<file path="src/capm_regs.vh">
// What this block does
// - Sidetone gain field sets 0/-9/-15/-21 dB
// - Sidetone enable bit turns sidetone path on
// - Mic gain: off, then -7.5dB in 0.5dB steps
// - Power one bit 6 powers anti-alias filter
// - Power one bit 4 powers anti-image filter only
// - Encode DAC level: off, lowest, low, normal
// - Decode DAC level uses same four levels
// - Mic amplifier level in power two bits 7-6
// - Mic digital gain amp level, bits 5-4
// - Volume amp level, power two bits 3-2
// - Oscillator power-save bit powers down oscillator
// - Master enable clear powers down all analog
// - Block powered only with field and master set
// - Power bits never break the signal path
// - Coding mode selects delta modulation or PCM variants
// - General reset command clears all control registers
`ifndef CAPM_REGS_VH
`define CAPM_REGS_VH

`define CAPM_AW 10
`define CAPM_IDX_RESET 8'h01
`define CAPM_IDX_SIDETONE 8'h62
`define CAPM_IDX_MIC_GAIN 8'h63
`define CAPM_IDX_PWR_ONE 8'h64
`define CAPM_IDX_PWR_TWO 8'h65
`define CAPM_IDX_MODE 8'h70
`define CAPM_IDX_STATUS 8'h7E
`define CAPM_IDX_FLAGS 8'h7F

`define CAPM_RST_VAL 8'h00
`define CAPM_MASK_SIDETONE 8'hFF
`define CAPM_MASK_MIC_GAIN 8'hF8
`define CAPM_MASK_PWR_ONE 8'h5F
`define CAPM_MASK_PWR_TWO 8'hFF
`define CAPM_MASK_MODE 8'h07

`define CAPM_ST_EN_BIT 0
`define CAPM_ST_GAIN_MSB 2
`define CAPM_ST_GAIN_LSB 1
`define CAPM_MIC_GAIN_MSB 7
`define CAPM_MIC_GAIN_LSB 3
`define CAPM_AAF_BIT 6
`define CAPM_AIF_BIT 4
`define CAPM_ENC_MSB 3
`define CAPM_ENC_LSB 2
`define CAPM_DEC_MSB 1
`define CAPM_DEC_LSB 0
`define CAPM_MICAMP_MSB 7
`define CAPM_MICAMP_LSB 6
`define CAPM_DGA_MSB 5
`define CAPM_DGA_LSB 4
`define CAPM_VOL_MSB 3
`define CAPM_VOL_LSB 2
`define CAPM_OSC_PS_BIT 1
`define CAPM_MASTER_BIT 0
`define CAPM_MODE_MSB 2

`define CAPM_MODE_ADM_RAW 3'h0
`define CAPM_MODE_ADM_BUF 3'h1
`define CAPM_MODE_LIN 3'h2
`define CAPM_MODE_MULAW 3'h3
`define CAPM_MODE_ALAW 3'h4

`define CAPM_ST_ATT_0 5'h00
`define CAPM_ST_ATT_1 5'h09
`define CAPM_ST_ATT_2 5'h0F
`define CAPM_ST_ATT_3 5'h15
`define CAPM_MIC_UNITY 6'h10

`define CAPM_FLAG_RSVD_BIT 0
`define CAPM_FLAG_MODE_BIT 1
`define CAPM_PWR_W 12

`endif

</file>
<file path="src/capm_ctrl.v">
`timescale 1ns/1ps
`include "capm_regs.vh"
module capm_ctrl (
  input wire core_clk,
  input wire srst,
  input wire psel,
  input wire penable,
  input wire pwrite,
  input wire [`CAPM_AW-1:0] paddr,
  input wire [31:0] pwdata,
  input wire [3:0] pstrb,
  output reg [31:0] prdata,
  output wire pready,
  output wire pslverr,
  output reg sidetone_en,
  output reg [4:0] sidetone_atten_db,
  output reg mic_gain_off,
  output reg [5:0] mic_gain_half_db,
  output wire anti_alias_filter_pwr,
  output wire anti_image_filter_pwr,
  output wire [1:0] enc_dac_pwr,
  output wire [1:0] dec_dac_pwr,
  output wire [1:0] mic_amp_pwr,
  output wire [1:0] digital_gain_amp_pwr,
  output wire [1:0] vol_amp_pwr,
  output reg bandgap_en,
  output reg oscillator_power_save,
  output reg [4:0] mode_onehot,
  output reg buffered_io,
  output reg mode_reserved
);
  reg [7:0] sidetone_q;
  reg [7:0] mic_path_gain_q;
  reg [7:0] analog_power_one_q;
  reg [7:0] analog_power_two_q;
  reg [7:0] coding_mode_select_q;
  reg [1:0] flags_q;
  reg [1:0] flags_d;
  reg err_q;
  reg [31:0] rdata_d;
  reg mapped;
  wire [`CAPM_PWR_W-1:0] pwr_raw;
  wire [`CAPM_PWR_W-1:0] pwr_gated;
  wire setup;
  wire wr_en;
  wire lane0;
  wire [7:0] wbyte;

  function hit;
    input [`CAPM_AW-1:0] a;
    input [7:0] idx;
    begin
      hit = (a == {idx, 2'b00});
    end
  endfunction

  function rsvd_set;
    input [7:0] data;
    input [7:0] mask;
    begin
      rsvd_set = |(data & ~mask);
    end
  endfunction

  // Zero-wait slave: read data is latched in the setup cycle
  assign pready = 1'b1;
  assign pslverr = psel & penable & err_q;
  assign setup = psel & ~penable;
  assign wr_en = psel & penable & pwrite & ~err_q;
  assign lane0 = pstrb[0];
  assign wbyte = pwdata[7:0];

  always @* begin
    mapped = hit(paddr, `CAPM_IDX_RESET) | hit(paddr, `CAPM_IDX_SIDETONE) |
             hit(paddr, `CAPM_IDX_MIC_GAIN) | hit(paddr, `CAPM_IDX_PWR_ONE) |
             hit(paddr, `CAPM_IDX_PWR_TWO) | hit(paddr, `CAPM_IDX_MODE) |
             hit(paddr, `CAPM_IDX_STATUS) | hit(paddr, `CAPM_IDX_FLAGS);
    rdata_d = 32'h0000_0000;
    if (hit(paddr, `CAPM_IDX_SIDETONE)) begin
      rdata_d[7:0] = sidetone_q;
    end else if (hit(paddr, `CAPM_IDX_MIC_GAIN)) begin
      rdata_d[7:0] = mic_path_gain_q;
    end else if (hit(paddr, `CAPM_IDX_PWR_ONE)) begin
      rdata_d[7:0] = analog_power_one_q;
    end else if (hit(paddr, `CAPM_IDX_PWR_TWO)) begin
      rdata_d[7:0] = analog_power_two_q;
    end else if (hit(paddr, `CAPM_IDX_MODE)) begin
      rdata_d[7:0] = coding_mode_select_q;
    end else if (hit(paddr, `CAPM_IDX_STATUS)) begin
      rdata_d[15:0] = {bandgap_en, oscillator_power_save, mode_reserved, buffered_io,
                       pwr_gated};
    end else if (hit(paddr, `CAPM_IDX_FLAGS)) begin
      rdata_d[1:0] = flags_q;
    end
  end

  always @(posedge core_clk) begin
    if (srst) begin
      prdata <= 32'h0000_0000;
      err_q <= 1'b0;
    end else if (setup) begin
      prdata <= pwrite ? 32'h0000_0000 : rdata_d;
      err_q <= ~mapped | (pwrite & hit(paddr, `CAPM_IDX_STATUS));
    end
  end

  // Reserved bits are never stored, so they read back as zero
  always @(posedge core_clk) begin
    if (srst) begin
      sidetone_q <= `CAPM_RST_VAL;
      mic_path_gain_q <= `CAPM_RST_VAL;
      analog_power_one_q <= `CAPM_RST_VAL;
      analog_power_two_q <= `CAPM_RST_VAL;
      coding_mode_select_q <= `CAPM_RST_VAL;
    end else if (wr_en & hit(paddr, `CAPM_IDX_RESET)) begin
      // The command carries no data, so strobes are not looked at
      sidetone_q <= `CAPM_RST_VAL;
      mic_path_gain_q <= `CAPM_RST_VAL;
      analog_power_one_q <= `CAPM_RST_VAL;
      analog_power_two_q <= `CAPM_RST_VAL;
      coding_mode_select_q <= `CAPM_RST_VAL;
    end else if (wr_en & lane0) begin
      if (hit(paddr, `CAPM_IDX_SIDETONE)) begin
        sidetone_q <= wbyte & `CAPM_MASK_SIDETONE;
      end
      if (hit(paddr, `CAPM_IDX_MIC_GAIN)) begin
        mic_path_gain_q <= wbyte & `CAPM_MASK_MIC_GAIN;
      end
      if (hit(paddr, `CAPM_IDX_PWR_ONE)) begin
        analog_power_one_q <= wbyte & `CAPM_MASK_PWR_ONE;
      end
      if (hit(paddr, `CAPM_IDX_PWR_TWO)) begin
        analog_power_two_q <= wbyte & `CAPM_MASK_PWR_TWO;
      end
      if (hit(paddr, `CAPM_IDX_MODE)) begin
        coding_mode_select_q <= wbyte & `CAPM_MASK_MODE;
      end
    end
  end

  // Sticky flags for software slips; a new slip wins over a same-cycle clear
  always @* begin
    flags_d = flags_q;
    if (wr_en & lane0 & hit(paddr, `CAPM_IDX_FLAGS)) begin
      flags_d = flags_q & ~wbyte[1:0];
    end
    if (wr_en & lane0) begin
      if ((hit(paddr, `CAPM_IDX_MIC_GAIN) & rsvd_set(wbyte, `CAPM_MASK_MIC_GAIN)) |
          (hit(paddr, `CAPM_IDX_PWR_ONE) & rsvd_set(wbyte, `CAPM_MASK_PWR_ONE)) |
          (hit(paddr, `CAPM_IDX_MODE) & rsvd_set(wbyte, `CAPM_MASK_MODE))) begin
        flags_d[`CAPM_FLAG_RSVD_BIT] = 1'b1;
      end
      if (hit(paddr, `CAPM_IDX_MODE) & (wbyte[`CAPM_MODE_MSB:0] > `CAPM_MODE_ALAW)) begin
        flags_d[`CAPM_FLAG_MODE_BIT] = 1'b1;
      end
    end
  end

  always @(posedge core_clk) begin
    if (srst) begin
      flags_q <= 2'b00;
    end else begin
      flags_q <= flags_d;
    end
  end

  // Bypass does not remove power; software must keep filters on itself
  assign pwr_raw = {analog_power_one_q[`CAPM_AAF_BIT],
                    analog_power_one_q[`CAPM_AIF_BIT],
                    analog_power_one_q[`CAPM_ENC_MSB:`CAPM_ENC_LSB],
                    analog_power_one_q[`CAPM_DEC_MSB:`CAPM_DEC_LSB],
                    analog_power_two_q[`CAPM_MICAMP_MSB:`CAPM_MICAMP_LSB],
                    analog_power_two_q[`CAPM_DGA_MSB:`CAPM_DGA_LSB],
                    analog_power_two_q[`CAPM_VOL_MSB:`CAPM_VOL_LSB]};

  capm_pwr_gate #(
    .W(`CAPM_PWR_W)
  ) u_gate (
    .core_clk(core_clk),
    .srst(srst),
    .master_en(analog_power_two_q[`CAPM_MASTER_BIT]),
    .field_in(pwr_raw),
    .field_out(pwr_gated)
  );

  assign anti_alias_filter_pwr = pwr_gated[11];
  assign anti_image_filter_pwr = pwr_gated[10];
  assign enc_dac_pwr = pwr_gated[9:8];
  assign dec_dac_pwr = pwr_gated[7:6];
  assign mic_amp_pwr = pwr_gated[5:4];
  assign digital_gain_amp_pwr = pwr_gated[3:2];
  assign vol_amp_pwr = pwr_gated[1:0];

  always @(posedge core_clk) begin
    if (srst) begin
      sidetone_en <= 1'b0;
      sidetone_atten_db <= `CAPM_ST_ATT_0;
      mic_gain_off <= 1'b1;
      mic_gain_half_db <= 6'h00;
      bandgap_en <= 1'b0;
      oscillator_power_save <= 1'b0;
      mode_onehot <= 5'b00001;
      buffered_io <= 1'b0;
      mode_reserved <= 1'b0;
    end else begin
      // Path enable ignores power bits: a powered-down block still passes signal
      sidetone_en <= sidetone_q[`CAPM_ST_EN_BIT];
      case (sidetone_q[`CAPM_ST_GAIN_MSB:`CAPM_ST_GAIN_LSB])
        2'b00: sidetone_atten_db <= `CAPM_ST_ATT_0;
        2'b01: sidetone_atten_db <= `CAPM_ST_ATT_1;
        2'b10: sidetone_atten_db <= `CAPM_ST_ATT_2;
        default: sidetone_atten_db <= `CAPM_ST_ATT_3;
      endcase
      // Half-dB steps, two's complement, unity at code 10000
      mic_gain_off <= (mic_path_gain_q[`CAPM_MIC_GAIN_MSB:`CAPM_MIC_GAIN_LSB] == 5'h00);
      mic_gain_half_db <= {1'b0, mic_path_gain_q[`CAPM_MIC_GAIN_MSB:`CAPM_MIC_GAIN_LSB]}
                          - `CAPM_MIC_UNITY;
      bandgap_en <= analog_power_two_q[`CAPM_MASTER_BIT];
      oscillator_power_save <= analog_power_two_q[`CAPM_OSC_PS_BIT];
      mode_reserved <= 1'b0;
      case (coding_mode_select_q[`CAPM_MODE_MSB:0])
        `CAPM_MODE_ADM_RAW: begin
          mode_onehot <= 5'b00001;
          buffered_io <= 1'b0;
        end
        `CAPM_MODE_ADM_BUF: begin
          mode_onehot <= 5'b00010;
          buffered_io <= 1'b1;
        end
        `CAPM_MODE_LIN: begin
          mode_onehot <= 5'b00100;
          buffered_io <= 1'b1;
        end
        `CAPM_MODE_MULAW: begin
          mode_onehot <= 5'b01000;
          buffered_io <= 1'b1;
        end
        `CAPM_MODE_ALAW: begin
          mode_onehot <= 5'b10000;
          buffered_io <= 1'b1;
        end
        default: begin
          // Reserved codes select nothing rather than guess a mode
          mode_onehot <= 5'b00000;
          buffered_io <= 1'b0;
          mode_reserved <= 1'b1;
        end
      endcase
    end
  end
endmodule

</file>
<file path="src/capm_pwr_gate.v">
`timescale 1ns/1ps
module capm_pwr_gate #(
  parameter W = 12
) (
  input wire core_clk,
  input wire srst,
  input wire master_en,
  input wire [W-1:0] field_in,
  output reg [W-1:0] field_out
);
  always @(posedge core_clk) begin
    if (srst) begin
      field_out <= {W{1'b0}};
    end else begin
      // A block gets current only while its field and the master are both set
      field_out <= master_en ? field_in : {W{1'b0}};
    end
  end
endmodule

</file>
<file path="config.mk">
export PLATFORM = sky130hd
export DESIGN_NAME = capm_ctrl
export DESIGN_NICKNAME = d
export VERILOG_FILES = /design/src/capm_ctrl.v /design/src/capm_pwr_gate.v
export VERILOG_INCLUDE_DIRS = /design/src
export SDC_FILE = /design/constraint.sdc
export NUM_CORES = 1
export LEC_CHECK = 0
export BUFFER_PORTS_ARGS = -buffer_cell sky130_fd_sc_hd__buf_2
export CAP_MARGIN = 20
export CORE_ASPECT_RATIO = 0.75
export CORE_UTILIZATION = 50
export DETAILED_ROUTE_END_ITERATION = 10
export HOLD_SLACK_MARGIN = 0.15
export PLACE_DENSITY = 0.87
export SLEW_MARGIN = 10
export SYNTH_ARGS = -nofsm -noshare
export SYNTH_HDL_FRONTEND = slang
export SYNTH_SLANG_ARGS = --single-unit
</file>
<file path="constraint.sdc">
create_clock -name core_clk -period 2.8 [get_ports core_clk]
set_input_delay 0.14 -clock core_clk [delete_from_list [all_inputs] [get_ports core_clk]]
set_output_delay 0.14 -clock core_clk [all_outputs]
set_load 0.02 [all_outputs]
</file>
After elaboration in Yosys (flattened, before gate mapping)
Cells that the tools add are included.
{ "word_totals": {"register_bits": 99, "input_bits": 51, "out_inout_bits": 68} }
{ "op_classes": {"add_sub_neg": 1, "magnitude_cmp": 1, "n_eq_ne": 14, "mux": 22, "n_bitwise": 29, "reduce_logical": 15} }
{ "op_table": {"columns": ["operator", "count"], "rows": [
  ["8-bit 2-to-1 mux", 10],
  ["10-bit by 9-bit equality test with 1-bit output, second input constant", 7],
  ["5-bit case mux with 5 select lines", 1],
  ["16-bit 2-to-1 mux", 1],
  ["5-bit case mux with 3 select lines", 1],
  ["14-bit 2-to-1 mux", 1],
  ["1-bit bitwise AND", 13],
  ["10-bit by 3-bit equality test with 1-bit output, second input constant", 1],
  ["1-bit OR", 10],
  ["2-bit AND reduction", 5],
  ["5-bit OR reduction", 2],
  ["2-bit 2-to-1 mux", 4],
  ["3-bit by 2-bit equality test with 1-bit output, second input constant", 2],
  ["2-bit OR reduction", 3],
  ["5-bit by 5-bit subtractor with 6-bit output, second input constant", 1],
  ["5-bit zero test", 1],
  ["1-bit 2-to-1 mux", 4],
  ["1-bit inverter", 4],
  ["4-bit OR reduction", 1],
  ["3-bit by 1-bit equality test with 1-bit output, second input constant", 1],
  ["3-bit equality test, second input constant", 1],
  ["3-bit > comparator, second input constant", 1],
  ["3-bit zero test", 1],
  ["3-bit OR reduction", 1],
  ["other kinds (5)", 5]
]} }

Depth between registers and ports, before layout
{ "logic_depth": {"word_depth": 10, "ltp_mapped": 7} }

Cells and area by module
Synthesis repeated with hierarchy kept, for this count alone.
{ "hier_totals": {"cells_unflattened": 389, "hier_area_um2": 3570.9} }
{ "by_module_without_submodules": {"columns": ["mod", "instances", "cells_each", "area_per_inst_um2", "seq_area_each_um2"], "rows": [
  ["capm_ctrl", 1, 363, 3206.8, 1401.3],
  ["capm_pwr_gate", 1, 26, 364.1, 240.2]
]} }

Least setup slack after synthesis
Ideal clock, no wire load.
{ "synth_path": {"path_type": "input to register", "start": "input paddr[1]", "end": "register mic_path_gain_q[7]", "setup_time_ps": 126, "arrival_time_ps": 1851, "required_time_ps": 2674, "path_slack_ps": 824, "cell_stages": 7, "n_path_buf": 2, "cell_sequence": "or4b_1 -> buf_2 -> or3_4 -> buf_6 -> nor3_4 -> mux2i_1 -> nor2_2"} }
{ "synth_via": {"elab_chain_cells": 3} }
{ "synth_lines": {"columns": ["element", "line_no", "text"], "rows": [
  ["from (decl)", "capm_ctrl.v:9", "input wire [`CAPM_AW-1:0] paddr,"],
  ["10-bit by 3-bit equality test with 1-bit output", "capm_ctrl.v:53", "hit = (a == {idx, 2'b00});"],
  ["1-bit bitwise AND", "capm_ctrl.v:115", "end else if (wr_en & hit(paddr, `CAPM_IDX_RESET)) begin"],
  ["2-bit OR reduction (no line)", null, null],
  ["to (signal assigned)", "capm_ctrl.v:111", "mic_path_gain_q <= `CAPM_RST_VAL;"],
  ["to (signal assigned)", "capm_ctrl.v:118", "mic_path_gain_q <= `CAPM_RST_VAL;"],
  ["to (signal assigned)", "capm_ctrl.v:127", "mic_path_gain_q <= wbyte & `CAPM_MASK_MIC_GAIN;"],
  ["to (decl)", "capm_ctrl.v:33", "reg [7:0] mic_path_gain_q;"]
]} }
Several ways; a longest one is shown, not always the timed one.
A chain may end at the register's enable or synchronous reset.

Final worst setup path
{ "layout_path": {"start": "input pwrite", "end": "register analog_power_two_q[4]"} }
{ "layout_via": {"elab_chain_cells": 4} }
{ "layout_lines": {"columns": ["element", "line_no", "text"], "rows": [
  ["from (decl)", "capm_ctrl.v:8", "input wire pwrite,"],
  ["1-bit bitwise AND * (2 in a row)", "capm_ctrl.v:69", "assign wr_en = psel & penable & pwrite & ~err_q;"],
  ["1-bit bitwise AND (on tied branches)", "capm_ctrl.v:122, capm_ctrl.v:115", null],
  ["2-bit AND reduction (no line) / 2-bit OR reduction (equally long branches)", null, null],
  ["to (signal assigned)", "capm_ctrl.v:113", "analog_power_two_q <= `CAPM_RST_VAL;"],
  ["to (signal assigned)", "capm_ctrl.v:120", "analog_power_two_q <= `CAPM_RST_VAL;"],
  ["to (signal assigned)", "capm_ctrl.v:133", "analog_power_two_q <= wbyte & `CAPM_MASK_PWR_TWO;"],
  ["to (decl)", "capm_ctrl.v:35", "reg [7:0] analog_power_two_q;"]
]} }
Mark *: on every way between the ends. The rest lies on a longest branch, timed or not.

==> run_results.csv <==
group,metric,value,unit
layout,multi_input_comb_area,1650,sq um
floorplanning,core.rowCount,26,
routing,wire_per_inst,16.1,um
global_route,grt_overflow,0,
synth,synth_top_area_share,46.8,%
floorplanning,dieArea,7360,sq um
synth,edff_count_synth,0,
floorplanning,die_height,74.5,um
synth,syn_area,3510,sq um
layout,area_delta_synth_final,19.0,%
global_route,grt_antenna_before_repair,0,
sta,final-max-slew-violation-count,0,
sta,post_route_fraction_of_the_period_consumed_by_the_critical_path,70.8,%
layout,layout.cells.most_common,"sky130_fd_sc_hd__dfxtp_1",
floorplanning,horizontal_extent_of_the_die,98.7,um
hold_path,hp-class,"primary input to flop",
worst_setup_path,critical_path.endpoint_type,"flop",
clocking,cts_made_buffers,9,
layout,final_core_util,61.4,%
sta,tns,0,ps
routing,detail_route.wirelength,8870,um
layout,sequential_cell_area,1640,sq um
synth,synth_cell_types,55,
routing,via_count,3154,
placed_design,placement.cell_area,3850,sq um
synth,synth.yosys.seq_area_share,46.8,%
layout,layout-drive-gt1-share,24.0,%
clocking,cts_resized,0,
layout,layout.cell_area.non_filler,4170,sq um
placed_design,detailedPlacementHpwl,6410,um
power_and_ir_drop,p_leak,1.71,nW
global_route,use_met1,31.9,%
synth,synthArstFlopShare,0,%
worst_setup_path,critical_path.reg2reg.startpoint,"err_q$_SDFFE_PP0P_",
global_route,gr-usage-met3,8.93,%
clocking,clock_latency,370,ps
routing,drtIter0Drc,412,
worst_setup_path,critPathKind,"primary input to flop",
global_route,grtUsageTotal,25.3,%
sta,grt_setup_unrepaired,"false",
synth,yosysWarningCount,0,
power_and_ir_drop,power.ir.vdd_worst,249,uV
power_and_ir_drop,power_per_cell_area,556,nW/um^2
worst_setup_path,worst_r2r_path_depth,5,
worst_setup_path,r2r_slack,870,ps
status,outcome,"finished, final reports clean",
floorplanning,pin_count,119,
worst_setup_path,reg2reg_to,"analog_power_two_q[4]$_SDFFE_PP0P_",
hold_path,worst_hold_path.endpoint,"flags_q[0]$_SDFF_PP0_",
clocking,clock_sink_count,82,
layout,n_antenna_cell,0,
synth,synth_top_cell_by_area,"sky130_fd_sc_hd__dfxtp_1",
clocking,clock_transition_at_the_registers_of_the_reported_paths,80,ps
global_route,grt_pass1_wl,14100,um
routing,dr.pass1.iters,6,
sta,max-slew-margin-rel,52.3,%
clocking,cts.hold.buffers_added,9,
synth,synth.ff_latch_count,82,
worst_setup_path,worst-path-max-fanout,13,
sta,clock-skew-final,8.29,ps
routing,ant_nets,0,
clocking,clockBufferDepth,2,
global_route,global_route.peak_usage_layer,"met2",
synth,syn-instance-count,389,
synth,synthesis.area_per_instance,9.02,sq um
global_route,global_route.usage.met2,41.2,%
flow_run,max_cap_viol_count,0,
layout,finalNonFillerCells,550,
floorplanning,initial_core_util,51.6,%
routing,drt_drc_violations_left,0,
routing,detail_route.vias_per_cell,5.73,
clocking,number_of_setup_buffers_added_after_cts,0,
placed_design,gp_congestion,0.891,
global_route,first_global_vias,2872,
sta,timing_worst_slew_pin_value,716,ps
worst_setup_path,start_kind,"primary input",
hold_path,worst_hold_startpoint,"paddr[3]",
layout,final_cell_mix,"sky130_fd_sc_hd__dfxtp_1, sky130_fd_sc_hd__buf_2, sky130_fd_sc_hd__nand2_1",
worst_setup_path,worst-endpoint-required,3030,ps
synth,synth_area_leaders,"sky130_fd_sc_hd__dfxtp_1, sky130_fd_sc_hd__a21oi_1, sky130_fd_sc_hd__nand2_1",
placed_design,place.detailed.instances,526,
clocking,ctsHtreeMaxLevel,3,
placed_design,portBuffers,74,
clocking,clk_root_buffer_cell,"sky130_fd_sc_hd__clkbuf_8",
hold_path,hold-path-cell-count,4,
synth,yosys_most_used_dff,"sky130_fd_sc_hd__dfxtp_1",
sta,timing_hold_violations_final,0,
layout,num-nets-final,516,
sta,fmax,0.504,GHz
layout,num-fill-cells,584,
floorplanning,coreArea,6800,sq um
worst_setup_path,crit_arrival,2220,ps
sta,fin_crit,1980,ps
clocking,tritoncts_clock_tree,"yes",
sta,report.final.setup_viol,0,
global_route,pin_count_of_the_biggest_net_entering_global_routing,40,
==> layout make-up <==
cell class                 count  share of cell area [%]
clock buffer                   9                    2.97
clock inverter                 6                    2.73
inverter                       9                   0.809
multi-input combinational    271                    39.5
sequential                    82                    39.3
tap                           84                    2.52
timing repair buffer          89                    12.1
==> kinds of logic (layout without fill, tap and decap cells) <==
| kind of cell | Yosys count | after routing | synth area share, % |
|---|---|---|---|
| mux | 13 | 13 | 3.78 |
| simple gates | 156 | 156 | 24.8 |
| flops | 82 | 82 | 46.8 |
| other cells | 2 | 17 | 0.214 |
| compound gates | 81 | 81 | 15.3 |
| xor+xnor | 1 | 1 | 0.250 |
| fa+ha+maj | 3 | 3 | 1.07 |
| buf+inv | 51 | 113 | 7.77 |
==> routing by layer <==
layer	part of all wire, %	vias to the layer above
li1	-	1472
met1	43	1449
met2	44	201
met3	11	32
met4	2.1	0
met5	0	-
==> cells in the mapped netlist (2+ instances only) <==
master	number
sky130_fd_sc_hd__ha_1	3
sky130_fd_sc_hd__buf_4	18
sky130_fd_sc_hd__or3_1	3
sky130_fd_sc_hd__nor3_4	3
sky130_fd_sc_hd__nor2_1	29
sky130_fd_sc_hd__buf_2	4
sky130_fd_sc_hd__and3_1	4
sky130_fd_sc_hd__buf_1	3
sky130_fd_sc_hd__inv_1	9
sky130_fd_sc_hd__conb_1	2
sky130_fd_sc_hd__or2_2	3
sky130_fd_sc_hd__nor4_1	4
sky130_fd_sc_hd__nor2_2	6
sky130_fd_sc_hd__o21ai_0	8
sky130_fd_sc_hd__nor2b_1	11
sky130_fd_sc_hd__nor4bb_1	2
sky130_fd_sc_hd__nor4b_1	2
sky130_fd_sc_hd__o22a_1	3
sky130_fd_sc_hd__a211oi_1	2
sky130_fd_sc_hd__nor3b_1	2
sky130_fd_sc_hd__a222oi_1	2
sky130_fd_sc_hd__o22ai_1	2
sky130_fd_sc_hd__a22o_1	3
sky130_fd_sc_hd__nand2_1	38
sky130_fd_sc_hd__nor3_1	6
sky130_fd_sc_hd__and2_1	14
sky130_fd_sc_hd__dfxtp_1	82
sky130_fd_sc_hd__clkbuf_1	15
sky130_fd_sc_hd__mux2_2	2
sky130_fd_sc_hd__mux2i_1	11
sky130_fd_sc_hd__o211ai_1	7
sky130_fd_sc_hd__a21oi_1	29
sky130_fd_sc_hd__nand2b_1	5
sky130_fd_sc_hd__a22oi_1	13
sky130_fd_sc_hd__a221oi_1	3
sky130_fd_sc_hd__o2111ai_1	2
sky130_fd_sc_hd__and4_1	2
sky130_fd_sc_hd__nand4_1	4
sky130_fd_sc_hd__nand3_1	12
==> worst max path at each step <==
| stage | start | endpoint | slack, ps | cells past startpoint |
|---|---|---|---|---|
| finish | pwrite | analog_power_two_q[4]$_SDFFE_PP0P_ | 820 | 7 |
| global route | pwrite | analog_power_two_q[5]$_SDFFE_PP0P_ | 700 | 7 |
| CTS | pwrite | analog_power_two_q[4]$_SDFFE_PP0P_ | 860 | 7 |
| detailed placement | paddr[1] | mic_path_gain_q[5]$_SDFFE_PP0P_ | 580 | 6 |
| global placement | paddr[1] | mic_path_gain_q[6]$_SDFFE_PP0P_ | 650 | 6 |
| floorplan | paddr[1] | mic_path_gain_q[7]$_SDFFE_PP0P_ | 820 | 7 |
==> registers in the layout (all words and copies together) (netlist names) <==
register and cells:
analog_power_one_q 6, coding_mode_select_q 3, prdata 16, mic_gain_off 1
sidetone_q 8, mode_reserved 1, sidetone_atten_db 5, u_gate.field_out 12
bandgap_en 1, err_q 1, mode_onehot 5, oscillator_power_save 1
mic_path_gain_q 5, flags_q 2, sidetone_en 1, analog_power_two_q 8
buffered_io 1, mic_gain_half_db 5
==> report_power, final <==
group          internal [W]  total, W  switching, W
sequential          0.00117   0.00117   0.000000936
combinational     0.0000388  0.000135     0.0000966
clock              0.000590   0.00102      0.000429
total               0.00179   0.00232      0.000527
==> per-stage QoR <==
| stage | setup slack [ps] | total power [W] | hold WS (ps) |
|---|---|---|---|
| after floorplan | 824 | 0.00129 | 237 |
| after global placement | 652 | 0.00131 | 437 |
| after detailed placement | 575 | 0.00132 | 439 |
| after CTS | 863 | 0.00232 | 265 |
| after global routing | 699 | 0.00239 | 334 |
| final | 817 | 0.00232 | 283 |
==> critical path, stage by stage <==
cell and delay, ps:
sky130_fd_sc_hd__dlygate4sd3_1 520, sky130_fd_sc_hd__buf_2 130, sky130_fd_sc_hd__and4b_1 260, sky130_fd_sc_hd__and2_1 450
sky130_fd_sc_hd__nand4_1 440, sky130_fd_sc_hd__nand2_1 180, sky130_fd_sc_hd__a21oi_1 90
No activity file was read; power rests on OpenSTA's default activity.
